File: config.mk
export PLATFORM = sky130hd
export DESIGN_NAME = mrom_result_output_mux
export DESIGN_NICKNAME = d
export VERILOG_FILES = /design/src/hw/mrom_pkg.sv /design/src/hw/mrom_result_output_mux.sv
export SDC_FILE = /design/constraint.sdc
export NUM_CORES = 1
export LEC_CHECK = 0
export BUFFER_PORTS_ARGS = -buffer_cell sky130_fd_sc_hd__buf_2
export CAP_MARGIN = 20
export CORE_ASPECT_RATIO = 0.5
export CORE_MARGIN = 2
export CORE_UTILIZATION = 30
export DETAILED_ROUTE_END_ITERATION = 6
export HOLD_SLACK_MARGIN = 0.03
export SLEW_MARGIN = 20
export SYNTH_ARGS = -nofsm -noshare
export SYNTH_HDL_FRONTEND = slang
export SYNTH_SLANG_ARGS = --single-unit
File: constraint.sdc
create_clock -name ref_clk -period 1.7 [get_ports ref_clk]
set_input_delay 0.34 -clock ref_clk [delete_from_list [all_inputs] [get_ports ref_clk]]
set_output_delay 0.34 -clock ref_clk [all_outputs]
set_load 0.1 [all_outputs]
File: src/hw/mrom_pkg.sv
package mrom_pkg;

	// Avalon-MM register map (byte addresses)
	localparam int ADDR_W = 4;
	localparam int DATA_W = 32;
	localparam logic [3:0] OFF_CONFIG = 4'h0;
	localparam logic [3:0] OFF_GENOUT = 4'h4;
	localparam logic [3:0] OFF_STATUS = 4'h8;
	localparam logic [3:0] OFF_DIGITS = 4'hC;

	// CONFIG field positions
	localparam int CFG_BCD = 0;
	localparam int CFG_MUX = 1;
	localparam int CFG_BIN = 2;
	localparam int CFG_REFPCT = 3;
	localparam int CFG_SCAN_LSB = 4;
	localparam int CFG_SCAN_MSB = 6;

	// STATUS field positions
	localparam int ST_END = 0;
	localparam int ST_CONV = 1;
	localparam int ST_FAULT = 2;
	localparam int ST_HIGH = 3;
	localparam int ST_IN = 4;
	localparam int ST_LOW = 5;
	localparam int ST_OOB = 6;
	localparam int ST_SEL = 7;
	localparam int ST_BUSY = 8;
	localparam int ST_BINS_LSB = 16;

	localparam int NUM_DIGITS = 7;
	localparam int DIGIT_W = 4;
	localparam int NUM_BINS = 10;
	localparam int RANGE_W = 4;
	localparam int GEN_W = 3;
	localparam int LANE_L_W = 8;
	localparam int LANE_R_W = 9;
	localparam int BCD_GROUPS = 4;
	localparam int UPPER_FIRST = 3;

	localparam logic [3:0] DIGIT_NINE = 4'h9;
	localparam logic [3:0] DIGIT_ZERO = 4'h0;

	// Lane slots in judgment mode (laneL index 0 is pin 12, laneR index 0 is pin 29)
	localparam int L_LOW = 0;
	localparam int L_OUT0 = 6;
	localparam int L_OUT2 = 7;
	localparam int L_PASS = 1;
	localparam int L_TERR = 2;
	localparam int R_INDEX = 0;
	localparam int R_IN = 1;
	localparam int R_OOB = 2;
	localparam int R_FAIL = 3;
	localparam int R_OUT1 = 8;

	typedef enum logic [2:0] {
		SCAN_OFF = 3'h1,
		SCAN_AUTO = 3'h2,
		SCAN_STEP = 3'h4
	} mrom_scan_e;

	typedef struct packed {
		logic bcdMode;
		logic muxUsed;
		logic binEnable;
		logic refPercent;
		mrom_scan_e scan;
	} mrom_cfg_s;

	localparam mrom_cfg_s CFG_RESET = '{1'b0, 1'b0, 1'b0, 1'b0, SCAN_OFF};
	localparam logic [2:0] GEN_RESET = 3'h0;

	// Result from the measurement core, valid on measDone
	typedef struct packed {
		logic fault;
		logic high;
		logic inBand;
		logic low;
		logic negative;
		logic noReading;
		logic [NUM_DIGITS-1:0][DIGIT_W-1:0] digits;
		logic [RANGE_W-1:0] range;
		logic [NUM_BINS-1:0] binHit;
		logic totalPass;
		logic totalFail;
		logic totalErr;
	} mrom_result_s;

	// Output lines of the control port
	typedef struct packed {
		logic fault;
		logic line11;
		logic [LANE_L_W-1:0] laneL;
		logic measEnd;
		logic [LANE_R_W-1:0] laneR;
	} mrom_pins_s;

endpackage

File: src/hw/mrom_result_output_mux.sv
// Local design decisions: the Avalon-MM interface to the registers and the register addresses.
`timescale 1ns/10ps
module mrom_result_output_mux (
	input wire logic ref_clk,
	input wire logic resetn,
	input wire logic [mrom_pkg::ADDR_W-1:0] avsAddress,
	input wire logic avsRead,
	input wire logic avsWrite,
	input wire logic [mrom_pkg::DATA_W-1:0] avsWriteData,
	input wire logic [3:0] avsByteEnable,
	output logic [mrom_pkg::DATA_W-1:0] avsReadData,
	output logic avsWaitRequest,
	input wire logic measStart,
	input wire logic measDone,
	input wire logic convDone,
	input wire mrom_pkg::mrom_result_s result,
	input wire logic lowerLimitZero,
	input wire logic screenShown,
	input wire logic errorShown,
	input wire logic settingsBusy,
	input wire logic digitLowSelect,
	output mrom_pkg::mrom_pins_s pins
);

	mrom_pkg::mrom_cfg_s cfg_reg;
	logic [mrom_pkg::GEN_W-1:0] genOut_reg;
	logic wait_reg;
	logic [mrom_pkg::DATA_W-1:0] rdata_reg;
	logic [mrom_pkg::DATA_W-1:0] rdata_next;
	logic end_reg;
	logic conv_reg;
	logic fault_reg;
	logic high_reg;
	logic in_reg;
	logic low_reg;
	logic oob_reg;
	logic [mrom_pkg::NUM_BINS-1:0] bins_reg;
	logic pass_reg;
	logic fail_reg;
	logic terr_reg;
	logic [mrom_pkg::NUM_DIGITS-1:0][mrom_pkg::DIGIT_W-1:0] digit_reg;
	logic [mrom_pkg::RANGE_W-1:0] range_reg;
	logic selMeta_reg;
	logic selSync_reg;
	logic selLow_reg;
	mrom_pkg::mrom_pins_s pins_reg;
	mrom_pkg::mrom_pins_s pins_next;
	logic inputsBlocked;
	logic scanValid;
	logic lowNext;
	logic [mrom_pkg::NUM_DIGITS-1:0][mrom_pkg::DIGIT_W-1:0] digitNext;

	assign avsWaitRequest = wait_reg;
	assign avsReadData = rdata_reg;
	assign pins = pins_reg;
	assign inputsBlocked = !screenShown || errorShown;
	assign scanValid = (cfg_reg.scan == mrom_pkg::SCAN_AUTO) ||
		(cfg_reg.scan == mrom_pkg::SCAN_STEP);

	function automatic logic [mrom_pkg::DIGIT_W-1:0] nibbleOf(
		input logic [mrom_pkg::NUM_DIGITS-1:0][mrom_pkg::DIGIT_W-1:0] d,
		input int idx
	);
		nibbleOf = d[idx];
	endfunction

	// Bus slave: one wait cycle, then the answer stands for one cycle
	always_ff @(posedge ref_clk) begin
		if (!resetn) begin
			wait_reg <= 1'b1;
		end else if ((avsRead || avsWrite) && wait_reg) begin
			wait_reg <= 1'b0;
		end else begin
			wait_reg <= 1'b1;
		end
	end

	always_comb begin
		rdata_next = '0;
		unique case (avsAddress)
			mrom_pkg::OFF_CONFIG: begin
				rdata_next[mrom_pkg::CFG_BCD] = cfg_reg.bcdMode;
				rdata_next[mrom_pkg::CFG_MUX] = cfg_reg.muxUsed;
				rdata_next[mrom_pkg::CFG_BIN] = cfg_reg.binEnable;
				rdata_next[mrom_pkg::CFG_REFPCT] = cfg_reg.refPercent;
				rdata_next[mrom_pkg::CFG_SCAN_MSB:mrom_pkg::CFG_SCAN_LSB] = cfg_reg.scan;
			end
			mrom_pkg::OFF_GENOUT: rdata_next[mrom_pkg::GEN_W-1:0] = genOut_reg;
			mrom_pkg::OFF_STATUS: begin
				rdata_next[mrom_pkg::ST_END] = end_reg;
				rdata_next[mrom_pkg::ST_CONV] = conv_reg;
				rdata_next[mrom_pkg::ST_FAULT] = fault_reg;
				rdata_next[mrom_pkg::ST_HIGH] = high_reg;
				rdata_next[mrom_pkg::ST_IN] = in_reg;
				rdata_next[mrom_pkg::ST_LOW] = low_reg;
				rdata_next[mrom_pkg::ST_OOB] = oob_reg;
				rdata_next[mrom_pkg::ST_SEL] = selLow_reg;
				rdata_next[mrom_pkg::ST_BUSY] = settingsBusy;
				rdata_next[mrom_pkg::ST_BINS_LSB +: mrom_pkg::NUM_BINS] = bins_reg;
			end
			mrom_pkg::OFF_DIGITS: rdata_next[mrom_pkg::NUM_DIGITS*mrom_pkg::DIGIT_W-1:0] = digit_reg;
			default: rdata_next = '0;
		endcase
	end

	always_ff @(posedge ref_clk) begin
		if (!resetn) begin
			rdata_reg <= '0;
		end else if (avsRead && wait_reg) begin
			rdata_reg <= rdata_next;
		end
	end

	// Writes with byte enable 0 set land on the edge where waitrequest is seen low; others and unmapped writes vanish
	always_ff @(posedge ref_clk) begin
		if (!resetn) begin
			cfg_reg <= mrom_pkg::CFG_RESET;
			genOut_reg <= mrom_pkg::GEN_RESET;
		end else if (avsWrite && !wait_reg && avsByteEnable[0]) begin
			if (avsAddress == mrom_pkg::OFF_CONFIG) begin
				cfg_reg.bcdMode <= avsWriteData[mrom_pkg::CFG_BCD];
				cfg_reg.muxUsed <= avsWriteData[mrom_pkg::CFG_MUX];
				cfg_reg.binEnable <= avsWriteData[mrom_pkg::CFG_BIN];
				cfg_reg.refPercent <= avsWriteData[mrom_pkg::CFG_REFPCT];
				cfg_reg.scan <= mrom_pkg::mrom_scan_e'(
					avsWriteData[mrom_pkg::CFG_SCAN_MSB:mrom_pkg::CFG_SCAN_LSB]);
			end
			if (avsAddress == mrom_pkg::OFF_GENOUT) begin
				genOut_reg <= avsWriteData[mrom_pkg::GEN_W-1:0];
			end
		end
	end

	// Select is synchronised, then frozen while inputs are disabled
	always_ff @(posedge ref_clk) begin
		if (!resetn) begin
			selMeta_reg <= 1'b0;
			selSync_reg <= 1'b0;
			selLow_reg <= 1'b0;
		end else begin
			selMeta_reg <= digitLowSelect;
			selSync_reg <= selMeta_reg;
			if (!inputsBlocked) begin
				selLow_reg <= selSync_reg;
			end
		end
	end

	// End and conversion flags are levels cleared by the next start
	always_ff @(posedge ref_clk) begin
		if (!resetn) begin
			end_reg <= 1'b0;
			conv_reg <= 1'b0;
		end else begin
			if (measDone) begin
				end_reg <= 1'b1;
			end else if (measStart) begin
				end_reg <= 1'b0;
			end
			if (convDone) begin
				conv_reg <= 1'b1;
			end else if (measStart) begin
				conv_reg <= 1'b0;
			end
		end
	end

	always_comb begin
		lowNext = result.low || (lowerLimitZero && result.negative);
		for (int d = 0; d < mrom_pkg::NUM_DIGITS; d++) begin
			if (result.noReading) begin
				digitNext[d] = mrom_pkg::DIGIT_NINE;
			end else if (result.negative && !cfg_reg.refPercent) begin
				digitNext[d] = mrom_pkg::DIGIT_ZERO;
			end else begin
				digitNext[d] = result.digits[d];
			end
		end
	end

	// Everything is latched on the end event so it is final when the flag rises
	always_ff @(posedge ref_clk) begin
		if (!resetn) begin
			fault_reg <= 1'b0;
			high_reg <= 1'b0;
			in_reg <= 1'b0;
			low_reg <= 1'b0;
			oob_reg <= 1'b0;
			bins_reg <= '0;
			pass_reg <= 1'b0;
			fail_reg <= 1'b0;
			terr_reg <= 1'b0;
			digit_reg <= '0;
			range_reg <= '0;
		end else if (measDone) begin
			fault_reg <= result.fault;
			high_reg <= result.high && !result.fault;
			in_reg <= result.inBand && !result.fault && !lowNext;
			low_reg <= lowNext && !result.fault;
			bins_reg <= cfg_reg.binEnable ? result.binHit : '0;
			oob_reg <= cfg_reg.binEnable && (result.binHit == '0);
			pass_reg <= result.totalPass;
			fail_reg <= result.totalFail;
			terr_reg <= result.totalErr;
			digit_reg <= digitNext;
			range_reg <= result.range;
		end
	end

	// Line assignment for the current mode
	always_comb begin
		int rb;
		int lb;
		logic [mrom_pkg::DIGIT_W-1:0] nib;
		rb = 0;
		lb = 0;
		nib = '0;
		pins_next = '0;
		pins_next.fault = fault_reg;
		pins_next.measEnd = end_reg;
		pins_next.laneR[mrom_pkg::R_IN] = in_reg;
		if (cfg_reg.bcdMode) begin
			pins_next.line11 = high_reg || low_reg;
			for (int g = 0; g < mrom_pkg::BCD_GROUPS; g++) begin
				if (!selLow_reg) begin
					nib = nibbleOf(digit_reg, mrom_pkg::UPPER_FIRST + g);
				end else if (g == 0) begin
					nib = range_reg;
				end else begin
					nib = nibbleOf(digit_reg, g - 1);
				end
				rb = (g == 0) ? 0 : 2 * g + 1;
				lb = (g == 0) ? 0 : 2 * g;
				pins_next.laneR[rb] = nib[0];
				pins_next.laneL[lb] = nib[1];
				pins_next.laneR[(g == 0) ? 2 : rb + 1] = nib[2];
				pins_next.laneL[(g == 0) ? 1 : lb + 1] = nib[3];
			end
			pins_next.laneR[mrom_pkg::R_IN] = in_reg;
		end else begin
			pins_next.line11 = high_reg;
			pins_next.laneL[mrom_pkg::L_LOW] = low_reg;
			pins_next.laneR[mrom_pkg::R_INDEX] = conv_reg;
			pins_next.laneL[mrom_pkg::L_OUT0] = genOut_reg[0];
			pins_next.laneR[mrom_pkg::R_OUT1] = genOut_reg[1];
			pins_next.laneL[mrom_pkg::L_OUT2] = genOut_reg[2];
			if (cfg_reg.muxUsed) begin
				pins_next.laneL[mrom_pkg::L_PASS] = pass_reg && scanValid;
				pins_next.laneR[mrom_pkg::R_FAIL] = fail_reg && scanValid;
				pins_next.laneL[mrom_pkg::L_TERR] = terr_reg && scanValid;
			end else begin
				pins_next.laneR[mrom_pkg::R_OOB] = oob_reg;
				for (int b = 0; b < mrom_pkg::NUM_BINS / 2; b++) begin
					pins_next.laneL[b + 1] = bins_reg[2 * b];
					pins_next.laneR[b + 3] = bins_reg[2 * b + 1];
				end
			end
		end
	end

	// Lines freeze while settings change rather than show half-updated values
	always_ff @(posedge ref_clk) begin
		if (!resetn) begin
			pins_reg <= '0;
		end else if (!settingsBusy) begin
			pins_reg <= pins_next;
		end
	end

	property p_end_final;
		@(posedge ref_clk) disable iff (!resetn)
		(measDone && !settingsBusy) ##1 !settingsBusy |=>
			pins_reg.measEnd && (pins_reg.fault == $past(result.fault, 2));
	endproperty
	a_end_final: assert property (p_end_final) else $error("end flag not with fault");

	property p_conv;
		@(posedge ref_clk) disable iff (!resetn)
		convDone |=> conv_reg;
	endproperty
	a_conv: assert property (p_conv) else $error("conversion flag missing");

	property p_fault_same;
		@(posedge ref_clk) disable iff (!resetn)
		!measDone |=> $stable(fault_reg);
	endproperty
	a_fault_same: assert property (p_fault_same) else $error("fault moved off end event");

	property p_fault_judge;
		@(posedge ref_clk) disable iff (!resetn)
		fault_reg |-> !(high_reg || in_reg || low_reg);
	endproperty
	a_fault_judge: assert property (p_fault_judge) else $error("judgment with fault");

	property p_or_line;
		@(posedge ref_clk) disable iff (!resetn)
		(cfg_reg.bcdMode && !settingsBusy) |=> pins_reg.line11 == $past(high_reg || low_reg);
	endproperty
	a_or_line: assert property (p_or_line) else $error("combined judgment wrong");

	property p_totals;
		@(posedge ref_clk) disable iff (!resetn)
		(!cfg_reg.bcdMode && cfg_reg.muxUsed && !scanValid && !settingsBusy) |=>
			!pins_reg.laneL[mrom_pkg::L_PASS] && !pins_reg.laneR[mrom_pkg::R_FAIL];
	endproperty
	a_totals: assert property (p_totals) else $error("totals shown without scan");

	property p_nines;
		@(posedge ref_clk) disable iff (!resetn)
		(measDone && result.noReading) |=> digit_reg == {mrom_pkg::NUM_DIGITS{mrom_pkg::DIGIT_NINE}};
	endproperty
	a_nines: assert property (p_nines) else $error("digits not nine");

	property p_zeros;
		@(posedge ref_clk) disable iff (!resetn)
		(measDone && !result.noReading && result.negative && !cfg_reg.refPercent) |=>
			digit_reg == '0;
	endproperty
	a_zeros: assert property (p_zeros) else $error("negative digits not zero");

	property p_low_zero;
		@(posedge ref_clk) disable iff (!resetn)
		(measDone && !result.fault && lowerLimitZero && result.negative) |=> low_reg && !in_reg;
	endproperty
	a_low_zero: assert property (p_low_zero) else $error("low judgment missing");

	property p_oob;
		@(posedge ref_clk) disable iff (!resetn)
		(measDone && cfg_reg.binEnable) |=> oob_reg == ($past(result.binHit) == '0);
	endproperty
	a_oob: assert property (p_oob) else $error("out-of-bin wrong");

	property p_blocked;
		@(posedge ref_clk) disable iff (!resetn)
		inputsBlocked |=> $stable(selLow_reg);
	endproperty
	a_blocked: assert property (p_blocked) else $error("input taken while disabled");

	property p_switch;
		@(posedge ref_clk) disable iff (!resetn)
		(cfg_reg.bcdMode && $stable(cfg_reg) && !settingsBusy && selLow_reg) |=>
			pins_reg.laneR[0] == $past(range_reg[0]);
	endproperty
	a_switch: assert property (p_switch) else $error("range code not shown");

	property p_gen_out;
		@(posedge ref_clk) disable iff (!resetn)
		(!cfg_reg.bcdMode && !settingsBusy) |=>
			pins_reg.laneR[mrom_pkg::R_OUT1] == $past(genOut_reg[1]);
	endproperty
	a_gen_out: assert property (p_gen_out) else $error("general output wrong");

	property p_mux_unused;
		@(posedge ref_clk) disable iff (!resetn)
		(!cfg_reg.bcdMode && cfg_reg.muxUsed && !settingsBusy) |=>
			!pins_reg.laneR[mrom_pkg::R_OOB] && !pins_reg.laneR[mrom_pkg::R_FAIL + 1];
	endproperty
	a_mux_unused: assert property (p_mux_unused) else $error("unused line driven");

	property p_upper;
		@(posedge ref_clk) disable iff (!resetn)
		(cfg_reg.bcdMode && !settingsBusy && !selLow_reg) |=>
			pins_reg.laneR[0] == $past(digit_reg[mrom_pkg::UPPER_FIRST][0]);
	endproperty
	a_upper: assert property (p_upper) else $error("upper digits not shown");

endmodule

==> run metrics, run 1 <==
syn_area_per_cell about 9.6 sq um; # rows 33; HP Class in2reg; Clk network pwr share between 50% and 60%; DRC viols 0; Inst Count DP between 800 and 900; CTS tree yes; Pleak roughly 2.7 nW; final net count approximately 750; share of layout cells above drive strength 1 31.5%; flops & latches, synth around 110; Post-CTS Setup Bufs 0; final setup fails 0; post_cts resized 0; relative slew slack between 30% and 40%; CP bufs+invs 0; Synth Area in Adders 0%; first-pass GRT wire length between 20000 and 25000 microns; YS warnings 0; main combinational cell family by area after synthesis compound AO/OA/AOI/OAI gates; Slew @ Worst Pin between 0.9 and 1 ns; mapped cell area 4980 sq um; Max Slew Vio Count 0; initial antenna violation count 1; sw frac 22.9%; top post-synthesis cells by area dfxtp_1, mux2i_1, nor2b_1; met1 Usage GRT about a quarter; most frequent cells in the layout buf_2, dfxtp_1, nor2b_1; Pre-Repair DR Iteration Count 5; Non-Filler Instances a little under 900; H-tree depth 4; critical path launch point type flip-flop; largest net degree at the start of global routing 50; RSZ-0062 raised after global routing false; Die H roughly 95 microns; Cells after Synth 521; net load switching power about 1.8 mW; GRT Max-Usage Layer met2; cells along the critical path nor2_1 > a221oi_1 > a21oi_1; number of synthesized flops with an enable pin 0; GPL Wtd Cong roughly 0.84; CP endpoint kind flip-flop; Starting DRT DRC Count ~290; mux cell area share after synthesis 11.6%; DP Wirelength approximately 11000 microns; Num CTS Buffers 17; cts-stage hold buffer count 0; Achievable Freq approximately 600 MHz; Clk pin slew, worst setup/hold paths about 0.050 ns; post-layout total power 7.84 mW; Cell Pwr Density 1190 nW/um^2; clock buffer depth 2; Top delay family on crit path simple AND/OR/NAND/NOR gates; Initial Utilization between 30 and 40%; WL final 15500 microns; worst vdd rail ir drop ~0.00075 V; Core Area ~16000 sq um; Clk Latency, worst-skew pair around 0.41 ns; final hold vios 0; fin crit share a little over nine tenths; share of the synthesized area in the top cell type between 40% and 50%; register area share after synthesis between 40% and 50%; Logic pwr share 9.4%; final instance area roughly 6600 sq um; # IOs 156; Top FF cell, synth dfxtp_1; area grow syn2layout 32.4%; slowest library cell on the worst path nor2_1; total gr overflow 0; worst-path maximum fanout 11; detail-routed net length per standard cell roughly 17 microns; outcome finished, final reports clean; vias in the first global route roughly 4300; # port buffers ~120; min Tclk post-route about 1.7 ns; dominant cell type by area after synthesis dfxtp_1; FFs w/ async S/R, synth 0%; GR Util All Layers 18.0%; hold_ws 0.140 ns; Req. time, crit path ~2.0 ns; simple-gate share of the synthesized area 18.4%; Pint about 6 mW; Critical Path Max Stage Delay around 0.76 ns; vias per inst between 4 and 5; met3 Use GR 4.62%; share of power burned in registers 35.9%; routed via count 4373; Die Footprint roughly 18000 sq um; Layout Utilization between 40% and 50%; Post-DP Area 5880 sq um; die width about 190 microns; Antenna Nets Post-Route 0; met2 Use GR 27.6%; CTS sink count 114; commonest non-fill, non-tap cell in the layout buf_2; post-synthesis compound-gate area fraction 19.0%; worst clock skew ~0.013 ns; critical path class reg2reg; CTS Root Cell clkbuf_16; # Max-Cap Violations 0; Synth cell types 44; post-synthesis xor/xnor area fraction 0.176%; Arr. time, crit path 2.01 ns
final timing paths:
check                                 start          end  slack, ns  cells after the start
worst max register to register   cfg_reg[5]      pins[3]       0.03                      3
worst min register to register  selMeta_reg  selSync_reg       0.43                      1
worst min-delay path               convDone     conv_reg       0.14                      2
worst max-delay path             cfg_reg[5]      pins[3]       0.03                      3
through the flow:
stage	TNS, ns	setup slack [ns]
after global placement	-0.0000561	-0.0000561
after CTS	0	0.0444
after global routing	0	0.000866
final	0	0.0284
after detailed placement	-0.0160	-0.00953
after floorplan	0	0.0349
cell usage after synthesis, types with 7 or more instances:
cell type and instances:
a21boi_0 7, a21boi_1 7, a21oi_1 20, a221oi_1 11, a22oi_1 11, a32oi_1 27, buf_2 16, clkbuf_1 24
dfxtp_1 114, mux2_2 14, mux2i_1 42, nand2_1 38, nor2_1 30, nor2b_1 53, o21ai_0 28, or3_1 12
power by group through the flow:
stage	Combinational (mW)	Sequential (mW)	Clock [mW]
after floorplan	0.350	3.00	0
after global placement	0.726	2.86	0
after detailed placement	0.731	2.87	0
after CTS	0.733	2.81	4.33
after global routing	0.785	2.82	4.45
final	0.733	2.81	4.29
layout make-up:
cell class                      count  area [sq um]
Antenna cell                        1          2.50
Clock buffer                       22           484
Clock inverter                      9           224
Fill cell                        1609          9720
Inverter                            2          7.51
Multi-Input combinational cell    359          2460
Sequential cell                   114          2280
Tap cell                          227           284
Timing Repair Buffer              151           838
cells by family after synthesis:
| family | after synthesis |
|---|---|
| AOI/OAI and AO/OA | 134 |
| xor gates and xnor gates | 1 |
| buffers and inverters | 51 |
| DFF | 114 |
| muxes | 56 |
| other | 1 |
| and+or+nand+nor | 164 |
routing by layer:
layer / routed length (microns) / vias to the layer above
met5: 13 / -
met4: 316 / 2
met3: 877 / 26
met2: 6670 / 117
met1: 7570 / 2100
li1: - / 2128
No activity file was read; power rests on OpenSTA's default activity.
==> inputs of run 2 (changes only) <==
--- a/config.mk
+++ b/config.mk
@@ -7,11 +7,11 @@
 export LEC_CHECK = 0
 export BUFFER_PORTS_ARGS = -buffer_cell sky130_fd_sc_hd__buf_2
 export CAP_MARGIN = 20
-export CORE_ASPECT_RATIO = 0.5
 export CORE_MARGIN = 2
-export CORE_UTILIZATION = 30
+export CORE_UTILIZATION = 51
 export DETAILED_ROUTE_END_ITERATION = 6
 export HOLD_SLACK_MARGIN = 0.03
+export PLACE_DENSITY = 0.8
 export SLEW_MARGIN = 20
 export SYNTH_ARGS = -nofsm -noshare
 export SYNTH_HDL_FRONTEND = slang
==> run metrics, run 2 (same netlist as run 1, synthesis figures left out) <==
first-pass GRT wire length 21600 microns (-8.8%); # port buffers 123 (unchanged); CTS Root Cell clkbuf_8; CP bufs+invs 1 (+1); area of the multi-input gates 2460 sq um (unchanged); DRC viols 0 (unchanged); final setup fails 0 (unchanged); # rows 36 (+9.1%); critical path class reg2out; GPL Wtd Cong 0.892 (+5.7%); Num CTS Buffers 17 (unchanged); HP Class in2reg; critical path launch point type flip-flop; final net count 741 (-0.94%); largest net degree at the start of global routing 45 (-10%); Clk pin slew, worst setup/hold paths 0.06 ns (about the same); DP Wirelength 9950 microns (-13%); initial antenna violation count 1 (unchanged); vias in the first global route 4205 (-1.7%); total gr overflow 0 (unchanged); CP endpoint kind primary output; Die Footprint 10600 sq um (-40%); Req. time, crit path 1.36 ns (-0.68 ns); share of layout cells above drive strength 1 30.5% (-1.0 points); most frequent cells in the layout buf_2, dfxtp_1, nor2b_1; worst clock skew 0.0116 ns (-0.000915 ns); hold_ws 0.0717 ns (-0.0685 ns); Setup WS pre-CTS 0.0560 ns (+0.0656 ns); Critical Path Max Stage Delay 0.44 ns (-0.32 ns); cells along the critical path buf_2; CTS sink count 114 (unchanged); vias per inst 5.72 (+16%); H-tree depth 4 (unchanged); WL final 14100 microns (-9.0%); Top delay family on crit path buffers and inverters; Achievable Freq 598 MHz (about the same); Arr. time, crit path 1.33 ns (-0.68 ns); detail-routed net length per standard cell 17.9 microns (+2.7%); Max Slew Vio Count 0 (unchanged); Die H 103 microns (+8.1%); Initial Utilization 51.6% (+21 points); fin crit share 98.4% (about the same); worst-path maximum fanout 2 (-9); # IOs 156 (unchanged); routed via count 4482 (+2.5%); die width 103 microns (-45%); final hold vios 0 (unchanged); relative slew slack 33.3% (-0.10 points); CTS tree yes; Clk Latency, worst-skew pair 0.52 ns (+0.11 ns); min Tclk post-route 1.67 ns (+0.000408 ns); Antenna Nets Post-Route 0 (unchanged); Setup Total Neg Slack 0 ns (unchanged); area grow syn2layout 26.4%; outcome finished, final reports clean; Final WS setup 0.0279 ns (-0.000408 ns); Slew @ Worst Pin 0.998 ns (+0.00151 ns); Post-CTS Setup Bufs 0 (unchanged); FF+latch area 2280 sq um (unchanged); Pleak 2.59 nW (-3.8%); Cell Pwr Density 1100 nW/um^2 (-7.8%); post-layout total power 6.90 mW (-12%); clock buffer depth 2 (unchanged); GR Util All Layers 27.3% (+9.3 points); slowest library cell on the worst path buf_2; # Max-Cap Violations 0 (unchanged); RSZ-0062 raised after global routing false; Pre-Repair DR Iteration Count 5 (unchanged); Starting DRT DRC Count 365 (+28%); FILL cells 805 (-50%); worst vdd rail ir drop 0.000672 V (-11%); Core Area 9640 sq um (-41%); commonest non-fill, non-tap cell in the layout buf_2
run 2: cell types whose count changed in the layout (fill, tap and decap cells not counted):
cell	previous run	this run
clkbuf_16	17	16
buf_12	1	2
buf_4	27	18
clkinv_4	1	0
clkbuf_4	0	1
bufinv_16	7	2
clkbuf_8	4	3
buf_2	123	121
dlygate4sd3_1	0	2
clkinv_2	1	6
clkinvlp_4	0	3
run 2: worst paths after layout:
kind,start,to,slack [ns],cells past startpoint
worst min-delay path,result[25],digit_reg[8],0.07,3
worst max register to register,selLow_reg,pins[4],0.13,4
worst min register to register,selMeta_reg,selSync_reg,0.44,1
worst max-delay path,avsReadData[18],avsReadData[18],0.03,1
run 2: layout make-up:
type | instances | share of cell area (%)
flip-flops and latches | 114 | 36.3
well taps | 133 | 2.65
clock buffers | 20 | 7.08
multi-input cells | 359 | 39.2
diodes | 1 | 0.0398
repair buffers | 144 | 12.9
clock inverters | 11 | 1.79
inverters | 2 | 0.119
run 2: timing repair:
action | CTS | global route
setup endpoints to repair | 1 | 1
gates resized for setup | 1 | 1
endpoints found under the hold margin | 2 | 0
pin swaps | 0 | 0
hold buffers | 2 | 0
run 2: where the power goes:
group          internal, mW  switching [mW]
Combinational         0.240           0.486
Clock                  2.13            1.23
Sequential             2.75          0.0637
Total                  5.12            1.78
run 2: metal layers:
| metal | vias to the layer above | part of all wire, % | wire length, microns | global-route usage [%] |
|---|---|---|---|---|
| met5 | - | 0 | 0 | 0 |
| met4 | 0 | 2.1 | 293 | 10.7 |
| met3 | 29 | 7.1 | 1000 | 6.71 |
| met2 | 200 | 46 | 6490 | 42.9 |
| met1 | 2134 | 45 | 6260 | 36.3 |
| li1 | 2119 | - | - | - |
run 2: stage by stage:
stage          util (%)  cells  instance area, sq um
6_report           65.3    784                  6290
5_1_grt            65.2    783                  6290
4_1_cts            65.2    783                  6280
3_5_place_dp       59.2    750                  5700
3_3_place_gp       59.2    750                  5700
2_1_floorplan         -    524                  4990
